**src/hdl/pdg_pkg.sv**
```systemverilog
/*
  Package for the PWM duty-cycle generator: register offsets, field
  positions, reset values, mode codes and bus carrier types.
  Assumes an APB slave with 32-bit data; offsets are register indices.
*/
package pdg_pkg;

  // Register indices as printed; byte address is four times the index
  localparam logic [7:0] IDX_TIMER_COUNT   = 8'h11;
  localparam logic [7:0] IDX_TIMER_CONTROL = 8'h12;
  localparam logic [7:0] IDX_DUTY_HIGH     = 8'h15;
  localparam logic [7:0] IDX_DUTY_SHADOW   = 8'h16;
  localparam logic [7:0] IDX_MODE_CONTROL  = 8'h17;
  localparam logic [7:0] IDX_PERIOD        = 8'h92;

  // Reset values
  localparam logic [7:0] RST_TIMER_COUNT   = 8'h00;
  localparam logic [6:0] RST_TIMER_CONTROL = 7'h00;
  localparam logic [7:0] RST_DUTY          = 8'h00;
  localparam logic [5:0] RST_MODE_CONTROL  = 6'h00;
  localparam logic [7:0] RST_PERIOD        = 8'hFF;

  // Field positions in the timer control register
  localparam int TCON_RUN_BIT    = 2;
  localparam int TCON_PS_LSB     = 0;
  localparam int TCON_POST_LSB   = 3;

  // Field positions in the mode control register
  localparam int MCON_LOW_LSB    = 4;
  localparam int MCON_MODE_LSB   = 0;

  // Mode select: PWM when the top two mode bits are both set
  localparam logic [1:0] MODE_PWM_TOP = 2'h3;

  // Prescale selects
  localparam logic [1:0] PS_DIV1  = 2'h0;
  localparam logic [1:0] PS_DIV4  = 2'h1;

  // Phase counter: four oscillator cycles per timer instruction cycle
  localparam logic [1:0] PHASE_LAST = 2'h3;
  localparam logic [3:0] PRE_LAST4  = 4'h3;
  localparam logic [3:0] PRE_LAST16 = 4'hF;

  // APB request carrier
  typedef struct packed {
    logic        sel;
    logic        enable;
    logic        write;
    logic [11:0] addr;
    logic [31:0] wdata;
  } pdg_apb_req_t;

  // Time-base carrier: count with fraction and period-end strobe
  typedef struct packed {
    logic [9:0] ext_count;
    logic       period_end;
    logic       tick;
  } pdg_tbase_t;

endpackage

```
**src/hdl/pdg_duty_path.sv**
```systemverilog
/*
  Duty double-buffer and output latch for the PWM generator.
  Assumes the time base supplies an extended count and period-end strobe.
*/
`timescale 1ns/1ps
module pdg_duty_path
(
  // Clock and reset
  input  wire logic               pclk,
  input  wire logic               presetn,
  // Control
  input  wire logic               pwm_mode,
  input  wire logic               force_low,
  input  wire logic [9:0]         duty_value,
  input  wire logic               shadow_wr,
  input  wire logic [7:0]         shadow_wdata,
  input  wire pdg_pkg::pdg_tbase_t tbase,
  // Results
  output      logic [7:0]         duty_shadow_high,
  output      logic               pwm_level
);

  logic [1:0] shadow_low;                                 // Hidden 2-bit latch
  logic       duty_zero;
  logic       hit;
  logic       period_end_q;

  // Zero test on the buffered duty, which is the value this period uses
  assign duty_zero = ({duty_shadow_high, shadow_low} == 10'h000);
  // Equality only: a duty past the period never matches
  assign hit = ({duty_shadow_high, shadow_low} == tbase.ext_count);

  // Shadow loads from duty at period end in PWM mode; bus writes load the high byte only outside PWM mode
  always_ff @(posedge pclk or negedge presetn)
  begin
    if (!presetn)
    begin
      duty_shadow_high <= pdg_pkg::RST_DUTY;
      shadow_low       <= 2'h0;
    end
    else if (pwm_mode && tbase.period_end)
    begin
      duty_shadow_high <= duty_value[9:2];
      shadow_low       <= duty_value[1:0];
    end
    else if (shadow_wr && !pwm_mode)
      duty_shadow_high <= shadow_wdata;
  end

  // Period end delayed one cycle; the match clear is registered too, so the
  // set must lag by the same cycle or every pulse runs one cycle long
  always_ff @(posedge pclk or negedge presetn)
  begin
    if (!presetn)
      period_end_q <= 1'b0;
    else
      period_end_q <= pwm_mode && tbase.period_end;
  end

  // Output latch: set after period end, cleared on the duty match
  always_ff @(posedge pclk or negedge presetn)
  begin
    if (!presetn)
      pwm_level <= 1'b0;
    else if (force_low || !pwm_mode)
      pwm_level <= 1'b0;
    else if (period_end_q)
      pwm_level <= !duty_zero;
    else if (hit)
      pwm_level <= 1'b0;
  end

endmodule

```
**src/hdl/pdg_pwm_top.sv**
```systemverilog
/*
  PWM duty-cycle generator top: APB register slave, period time base and
  duty double-buffer with output latch.
  Assumes pclk is the oscillator; the pin direction latch lives outside
  and software clears it before using the pin.
*/
`timescale 1ns/1ps

// How it works
// - Duty is high byte register as top eight bits, mode bits 5:4 below.
// - High time equals duty times oscillator period times prescale factor.
// - Duty writes accepted anytime, copied to shadow only at period match.
// - In PWM mode the shadow high register is read-only.
// - Shadow high plus hidden 2-bit latch double-buffer the duty.
// - Output clears when shadow duty equals timer count plus two phase bits at divide-by-1, else two prescaler bits.
// - Duty longer than period never clears the output.
// - Prescaler divides by 1, 4 or 16.
// - After period match: timer clears, output sets unless zero, shadow loads.
// - Writing zero to mode control forces the output latch low.
// - Postscaler has no effect on PWM period or frequency.
module pdg_pwm_top
(
  // Clock and reset
  input  wire logic        pclk,
  input  wire logic        presetn,
  // APB slave
  input  wire logic        psel,
  input  wire logic        penable,
  input  wire logic        pwrite,
  input  wire logic [11:0] paddr,
  input  wire logic [31:0] pwdata,
  output      logic [31:0] prdata,
  output      logic        pready,
  output      logic        pslverr,
  // PWM pin
  output      logic        pwm_output_pin
);

  ////////////////////////////////////////////////////////////////////
  // Bus decode

  pdg_pkg::pdg_apb_req_t req;
  logic       access;
  logic       wr_en;
  logic [7:0] reg_idx;
  logic       addr_ok;
  logic       hit_count;
  logic       hit_tcon;
  logic       hit_duty;
  logic       hit_shadow;
  logic       hit_mode;
  logic       hit_period;

  assign req = '{sel: psel, enable: penable, write: pwrite, addr: paddr, wdata: pwdata};
  // Index is the byte address over four; misaligned words are unmapped
  assign reg_idx    = req.addr[9:2];
  assign addr_ok    = (req.addr[1:0] == 2'h0) && (req.addr[11:10] == 2'h0);
  assign hit_count  = addr_ok && (reg_idx == pdg_pkg::IDX_TIMER_COUNT);
  assign hit_tcon   = addr_ok && (reg_idx == pdg_pkg::IDX_TIMER_CONTROL);
  assign hit_duty   = addr_ok && (reg_idx == pdg_pkg::IDX_DUTY_HIGH);
  assign hit_shadow = addr_ok && (reg_idx == pdg_pkg::IDX_DUTY_SHADOW);
  assign hit_mode   = addr_ok && (reg_idx == pdg_pkg::IDX_MODE_CONTROL);
  assign hit_period = addr_ok && (reg_idx == pdg_pkg::IDX_PERIOD);
  // Zero-wait slave: the access phase completes in its first cycle
  assign access = req.sel && req.enable;
  assign wr_en  = access && req.write;

  ////////////////////////////////////////////////////////////////////
  // Software registers

  logic [6:0] period_timer_control;
  logic [7:0] duty_high_byte;
  logic [5:0] unit_mode_control;
  logic [7:0] period_compare_value;

  // Control registers take the write in the access phase
  always_ff @(posedge pclk or negedge presetn)
  begin
    if (!presetn)
    begin
      period_timer_control <= pdg_pkg::RST_TIMER_CONTROL;
      duty_high_byte       <= pdg_pkg::RST_DUTY;
      unit_mode_control    <= pdg_pkg::RST_MODE_CONTROL;
      period_compare_value <= pdg_pkg::RST_PERIOD;
    end
    else if (wr_en)
    begin
      if (hit_tcon)
        period_timer_control <= req.wdata[6:0];
      if (hit_duty)
        duty_high_byte <= req.wdata[7:0];
      if (hit_mode)
        unit_mode_control <= req.wdata[5:0];
      if (hit_period)
        period_compare_value <= req.wdata[7:0];
    end
  end

  ////////////////////////////////////////////////////////////////////
  // Field extraction

  logic       period_timer_run;
  logic [1:0] prescale_select;
  logic [3:0] postscale_select;
  logic       pwm_mode;
  logic [9:0] duty_value;
  logic       mode_clear;

  assign period_timer_run = period_timer_control[pdg_pkg::TCON_RUN_BIT];
  assign prescale_select  = period_timer_control[pdg_pkg::TCON_PS_LSB +: 2];
  // Postscale is stored and read back only; it never reaches the time base
  assign postscale_select = period_timer_control[pdg_pkg::TCON_POST_LSB +: 4];
  assign pwm_mode   = (unit_mode_control[pdg_pkg::MCON_MODE_LSB + 2 +: 2]
                       == pdg_pkg::MODE_PWM_TOP);
  assign duty_value = {duty_high_byte,
                       unit_mode_control[pdg_pkg::MCON_LOW_LSB +: 2]};
  assign mode_clear = wr_en && hit_mode && (req.wdata[5:0] == 6'h00);

  ////////////////////////////////////////////////////////////////////
  // Time base and duty path

  pdg_pkg::pdg_tbase_t tbase;
  logic [7:0] period_timer_count;
  logic [7:0] duty_shadow_high;
  logic       pwm_level;

  // High time = duty * oscillator period * prescale factor
  pdg_timebase u_timebase
  (
    .pclk         (pclk),
    .presetn      (presetn),
    .run          (period_timer_run),
    .prescale_sel (prescale_select),
    .period_value (period_compare_value),
    .count_wr     (wr_en && hit_count),
    .ctrl_wr      (wr_en && hit_tcon),
    .count_wdata  (req.wdata[7:0]),
    .count        (period_timer_count),
    .tbase        (tbase)
  );

  pdg_duty_path u_duty
  (
    .pclk             (pclk),
    .presetn          (presetn),
    .pwm_mode         (pwm_mode),
    .force_low        (mode_clear),
    .duty_value       (duty_value),
    .shadow_wr        (wr_en && hit_shadow),
    .shadow_wdata     (req.wdata[7:0]),
    .tbase            (tbase),
    .duty_shadow_high (duty_shadow_high),
    .pwm_level        (pwm_level)
  );

  ////////////////////////////////////////////////////////////////////
  // Read mux and outputs

  logic [31:0] next_prdata;

  assign next_prdata =
    hit_count  ? {24'h000000, period_timer_count} :
    hit_tcon   ? {25'h0000000, postscale_select, period_timer_run, prescale_select} :
    hit_duty   ? {24'h000000, duty_high_byte} :
    hit_shadow ? {24'h000000, duty_shadow_high} :
    hit_mode   ? {26'h0000000, unit_mode_control} :
    hit_period ? {24'h000000, period_compare_value} : 32'h00000000;

  // Registered answer in the access cycle; unmapped gives pslverr
  always_ff @(posedge pclk or negedge presetn)
  begin
    if (!presetn)
    begin
      prdata  <= 32'h00000000;
      pready  <= 1'b0;
      pslverr <= 1'b0;
    end
    else
    begin
      prdata  <= (req.sel && !req.enable && !req.write) ? next_prdata : prdata;
      pready  <= req.sel && !req.enable;
      pslverr <= req.sel && !req.enable && !(hit_count || hit_tcon || hit_duty ||
                 hit_shadow || hit_mode || hit_period);
    end
  end

  // Pin follows the output latch through one flop
  always_ff @(posedge pclk or negedge presetn)
  begin
    if (!presetn)
      pwm_output_pin <= 1'b0;
    else
      pwm_output_pin <= pwm_level;
  end

endmodule

```
**src/hdl/pdg_timebase.sv**
```systemverilog
/*
  Period timer with prescaler for the PWM generator.
  Assumes one clock; the oscillator is pclk, the timer counts once per
  four oscillator cycles times the prescale factor.
*/
`timescale 1ns/1ps
module pdg_timebase
(
  // Clock and reset
  input  wire logic               pclk,
  input  wire logic               presetn,
  // Control
  input  wire logic               run,
  input  wire logic [1:0]         prescale_sel,
  input  wire logic [7:0]         period_value,
  input  wire logic               count_wr,
  input  wire logic               ctrl_wr,
  input  wire logic [7:0]         count_wdata,
  // Status
  output      logic [7:0]         count,
  output      pdg_pkg::pdg_tbase_t tbase
);

  logic [3:0] pre;
  logic [1:0] phase;
  logic [3:0] pre_last;
  logic       step;
  logic       at_period;
  logic [1:0] frac;

  // Divide factors 1, 4 and 16 (both upper codes give 16)
  assign pre_last = (prescale_sel == pdg_pkg::PS_DIV1) ? 4'h0 :
                    (prescale_sel == pdg_pkg::PS_DIV4) ? pdg_pkg::PRE_LAST4 :
                    pdg_pkg::PRE_LAST16;
  assign step      = run && (phase == pdg_pkg::PHASE_LAST) && (pre == pre_last);
  assign at_period = (count == period_value);
  // Fraction: phase for divide-by-1, else two prescaler bits
  assign frac = (prescale_sel == pdg_pkg::PS_DIV1) ? phase :
                (prescale_sel == pdg_pkg::PS_DIV4) ? pre[1:0] : pre[3:2];

  assign tbase.ext_count  = {count, frac};
  assign tbase.period_end = step && at_period;
  assign tbase.tick       = step;

  // Phase and prescaler run while the timer is enabled
  always_ff @(posedge pclk or negedge presetn)
  begin
    if (!presetn)
    begin
      phase <= 2'h0;
      pre   <= 4'h0;
    end
    else if (count_wr || ctrl_wr)
    begin
      phase <= 2'h0;                                      // Writes restart the divider
      pre   <= 4'h0;
    end
    else if (run)
    begin
      phase <= phase + 2'h1;
      if (phase == pdg_pkg::PHASE_LAST)
        pre <= (pre == pre_last) ? 4'h0 : pre + 4'h1;
    end
  end

  // Timer count clears on the increment after a period match
  always_ff @(posedge pclk or negedge presetn)
  begin
    if (!presetn)
      count <= pdg_pkg::RST_TIMER_COUNT;
    else if (count_wr)
      count <= count_wdata;
    else if (step)
      count <= at_period ? 8'h00 : count + 8'h01;
  end

endmodule

```
**config.mk**
```make
export PLATFORM = sky130hd
export DESIGN_NAME = pdg_pwm_top
export DESIGN_NICKNAME = d
export VERILOG_FILES = /design/src/hdl/pdg_pkg.sv /design/src/hdl/pdg_duty_path.sv /design/src/hdl/pdg_pwm_top.sv /design/src/hdl/pdg_timebase.sv
export SDC_FILE = /design/constraint.sdc
export NUM_CORES = 1
export LEC_CHECK = 0
export BUFFER_PORTS_ARGS = -buffer_cell sky130_fd_sc_hd__buf_2
export CAP_MARGIN = 20
export CORE_MARGIN = 4
export CORE_UTILIZATION = 59
export DETAILED_ROUTE_END_ITERATION = 10
export PLACE_DENSITY = 0.95
export SYNTH_ARGS = -nofsm -noshare
export SYNTH_HDL_FRONTEND = slang
export SYNTH_SLANG_ARGS = --single-unit
```
**constraint.sdc**
```tcl
create_clock -name pclk -period 5.25 [get_ports pclk]
set_input_delay 0 -clock pclk [delete_from_list [all_inputs] [get_ports pclk]]
set_output_delay 0 -clock pclk [all_outputs]
set_load 0.02 [all_outputs]
```
==> run metrics <==
# rows=29; Setup Total Neg Slack=0 ns; status=complete, no violations; root buf cell=clkbuf_8; Setup WS pre-CTS=2.84 ns; vias in the first global route=3,110; Yosys Warn Count=0; area grow syn2layout=9.92%; Fillers=464; via count=3,171; #FFs+latches synth=66; DRC=0; Clock Latency Late Sink=0.36 ns; full die area=7920 sq um; IO Pins=84; Final HPWL DP=6.90 mm; core area=6350 sq um; R2R Path Start=u_timebase.count[1]; Most used DFF post-synth=dfrtp_1; Final GP Congestion=0.998; worst-path fanout max=14; Period Utilization, post-route=0.475; mean area per synthesized cell=10.4 sq um; final core utilization=0.670; Worst Setup End Kind=flip-flop; first-pass GRT wire length=15.9 mm; Die Y=89 microns; Crit-path slowest cell=dfrtp_1; DRT Wirelength=9.87 mm; Hold Path Class=input port to flip-flop; n_diodes=0; hold path startpoint=pwdata[2]; RSZ-0062 raised after global routing=false; overall global routing resource usage=0.269; post-route ant nets=0; number of synthesized flops with an enable pin=0; Leakage=0.00182 uW; grt ovf=0; leading cell type in the layout, fill and taps excluded=dfrtp_1; final-report setup violation count=0; max_cap viols=0; critical path, cell by cell=xor2_1, nor4_4, nand2_2, or3_4, mux2_4; fin crit period=2.49 ns; drt pass-1 iters=6; sequential fraction of the synthesis area=0.429; Startpoint Class=flip-flop; footprint of the multi-input gates=2000 sq um; Cells after Synth=374; count of cell types in the netlist=60; die width=89 microns; CTS H-tree depth=3; largest net degree at the start of global routing=67; Via density=6.47; fmax=401 MHz; P per Cell Area=257 nW/um^2; actual slew at the worst max-slew pin=0.819 ns; WP data required=5.49 ns; Post-Syn Area=3870 sq um; Worst Clk Skew=0.0107 ns; fin. max-slew vios=0; Port Buffer Count=35; clk buf depth=2; Critical Path AT=2.73 ns; initial antenna violation count=0; Initial Util=0.610; Worst-path clk slew=0.07 ns; total CTS buffers=9; CP Class=flip-flop to flip-flop; CTS resizes=0; slew margin rel.=0.454; DR iter-0 viols=374; CP max stage delay=0.51 ns; final hold vios=0; asr flop ratio synth=1.00; Sink Count=66; CTS tree=done; Worst setup startpoint=u_timebase.count[1]; FF+latch area=1660 sq um; Nets=460; worst vdd ir=0.196 mV; layout cells sized above 1=0.232; routed wire length per instance=20.1 microns; Final WS setup=2.76 ns; most frequent cells in the layout=58 x dfrtp_1, 35 x buf_2, 29 x mux2_2
-- worst max-delay path, delay by kind of cell (launching register included) --
family,cells,cell delay (ns)
mux,1,0.32
flops,1,0.51
xor+xnor,1,0.23
simple gates,3,1.31
-- layer usage --
metal  global-route usage  wire length [microns]
met5                    0                      0
met1                0.345                   3710
met2                0.433                   4840
met3               0.0618                    940
met4                0.129                    379
-- report_power, final --
group	switching (uW)	internal [uW]
Clock	191	280
Combinational	67.1	29.1
Sequential	6.91	518
-- layout make-up --
| type | instances | area share |
|---|---|---|
| Tap cell | 77 | 0.0226 |
| Sequential cell | 66 | 0.390 |
| Multi-Input combinational cell | 284 | 0.471 |
| Timing Repair Buffer | 45 | 0.0641 |
| Clock buffer | 13 | 0.0350 |
| Clock inverter | 3 | 0.0153 |
| Inverter | 2 | 0.00176 |
-- synth_stat cells (2+ instances only) --
library cell | count | share of area
nand4_1 | 7 | 0.011
xnor2_1 | 9 | 0.020
a222oi_1 | 5 | 0.013
buf_4 | 25 | 0.048
clkbuf_1 | 12 | 0.012
a221o_1 | 3 | 0.0078
inv_1 | 2 | 0.0019
buf_2 | 6 | 0.0078
and3b_1 | 2 | 0.0045
nand3_1 | 9 | 0.012
ha_1 | 3 | 0.0097
a21oi_1 | 19 | 0.025
o21ai_0 | 15 | 0.019
nor2_1 | 21 | 0.020
buf_6 | 2 | 0.0058
or4_1 | 4 | 0.0078
a221oi_1 | 4 | 0.0090
nor2b_1 | 7 | 0.011
nor4_4 | 2 | 0.011
dfrtp_1 | 58 | 0.37
dfstp_2 | 8 | 0.054
and2_1 | 3 | 0.0048
a21boi_0 | 2 | 0.0039
and4_1 | 2 | 0.0045
mux2i_1 | 11 | 0.028
and3_1 | 6 | 0.0097
o31ai_1 | 2 | 0.0039
nor4_1 | 11 | 0.018
o221ai_1 | 5 | 0.011
nor3_1 | 5 | 0.0065
mux2_2 | 29 | 0.084
a31oi_1 | 6 | 0.0097
nand2b_1 | 8 | 0.013
nand4b_1 | 3 | 0.0068
nand2_1 | 18 | 0.017
xor2_1 | 13 | 0.029
o22ai_1 | 4 | 0.0065
-- repair_timing --
action,in CTS,in global routing
endpoints found under the hold margin,72,0
hold buffers,9,0
buffers inserted,0,0
-- registers in the layout, indices dropped and copies added, names as in the netlist --
register                 cells
duty_high_byte               8
period_compare_value         8
prdata                       8
u_duty.duty_shadow_high      8
u_timebase.count             8
period_timer_control         7
unit_mode_control            6
u_timebase.pre               4
u_duty.shadow_low            2
u_timebase.phase             2
pready                       1
pslverr                      1
pwm_output_pin               1
u_duty.period_end_q          1
u_duty.pwm_level             1
-- final timing paths --
path	to	slack, ns	cells after the start
worst min-delay path	u_timebase.count[2]	0.01	3
worst max-delay path	u_duty.shadow_low[1]	2.76	5
worst max register to register	u_duty.shadow_low[1]	2.76	5
max in group asynchronous	prdata[6]	4.35	3
worst min register to register	pwm_output_pin	0.43	0
min in group asynchronous	u_duty.duty_shadow_high[5]	0.34	3
-- per-stage QoR --
| stage | instance area (sq um) | cells | hold slack, ns | total power [uW] |
|---|---|---|---|---|
| global placement | 3950 | 465 | 0.191 | 620 |
| floorplan | 3960 | 397 | -0.296 | 595 |
| global route | 4260 | 490 | 0.0297 | 1120 |
| finish | 4260 | 490 | 0.0130 | 1090 |
| detailed placement | 3950 | 465 | 0.204 | 623 |
| CTS | 4260 | 490 | 0.00621 | 1090 |
-- kinds of logic after synthesis --
logic type,Yosys count,synth area share
other,1,0.000969
xor gates and xnor gates,22,0.0498
DFF,66,0.429
and+or+nand+nor,120,0.189
adders and majority gates,3,0.00970
AOI/OAI and AO/OA,73,0.126
buffers and inverters,47,0.0756
muxes,42,0.120
Power figures use the tool's default switching activity.
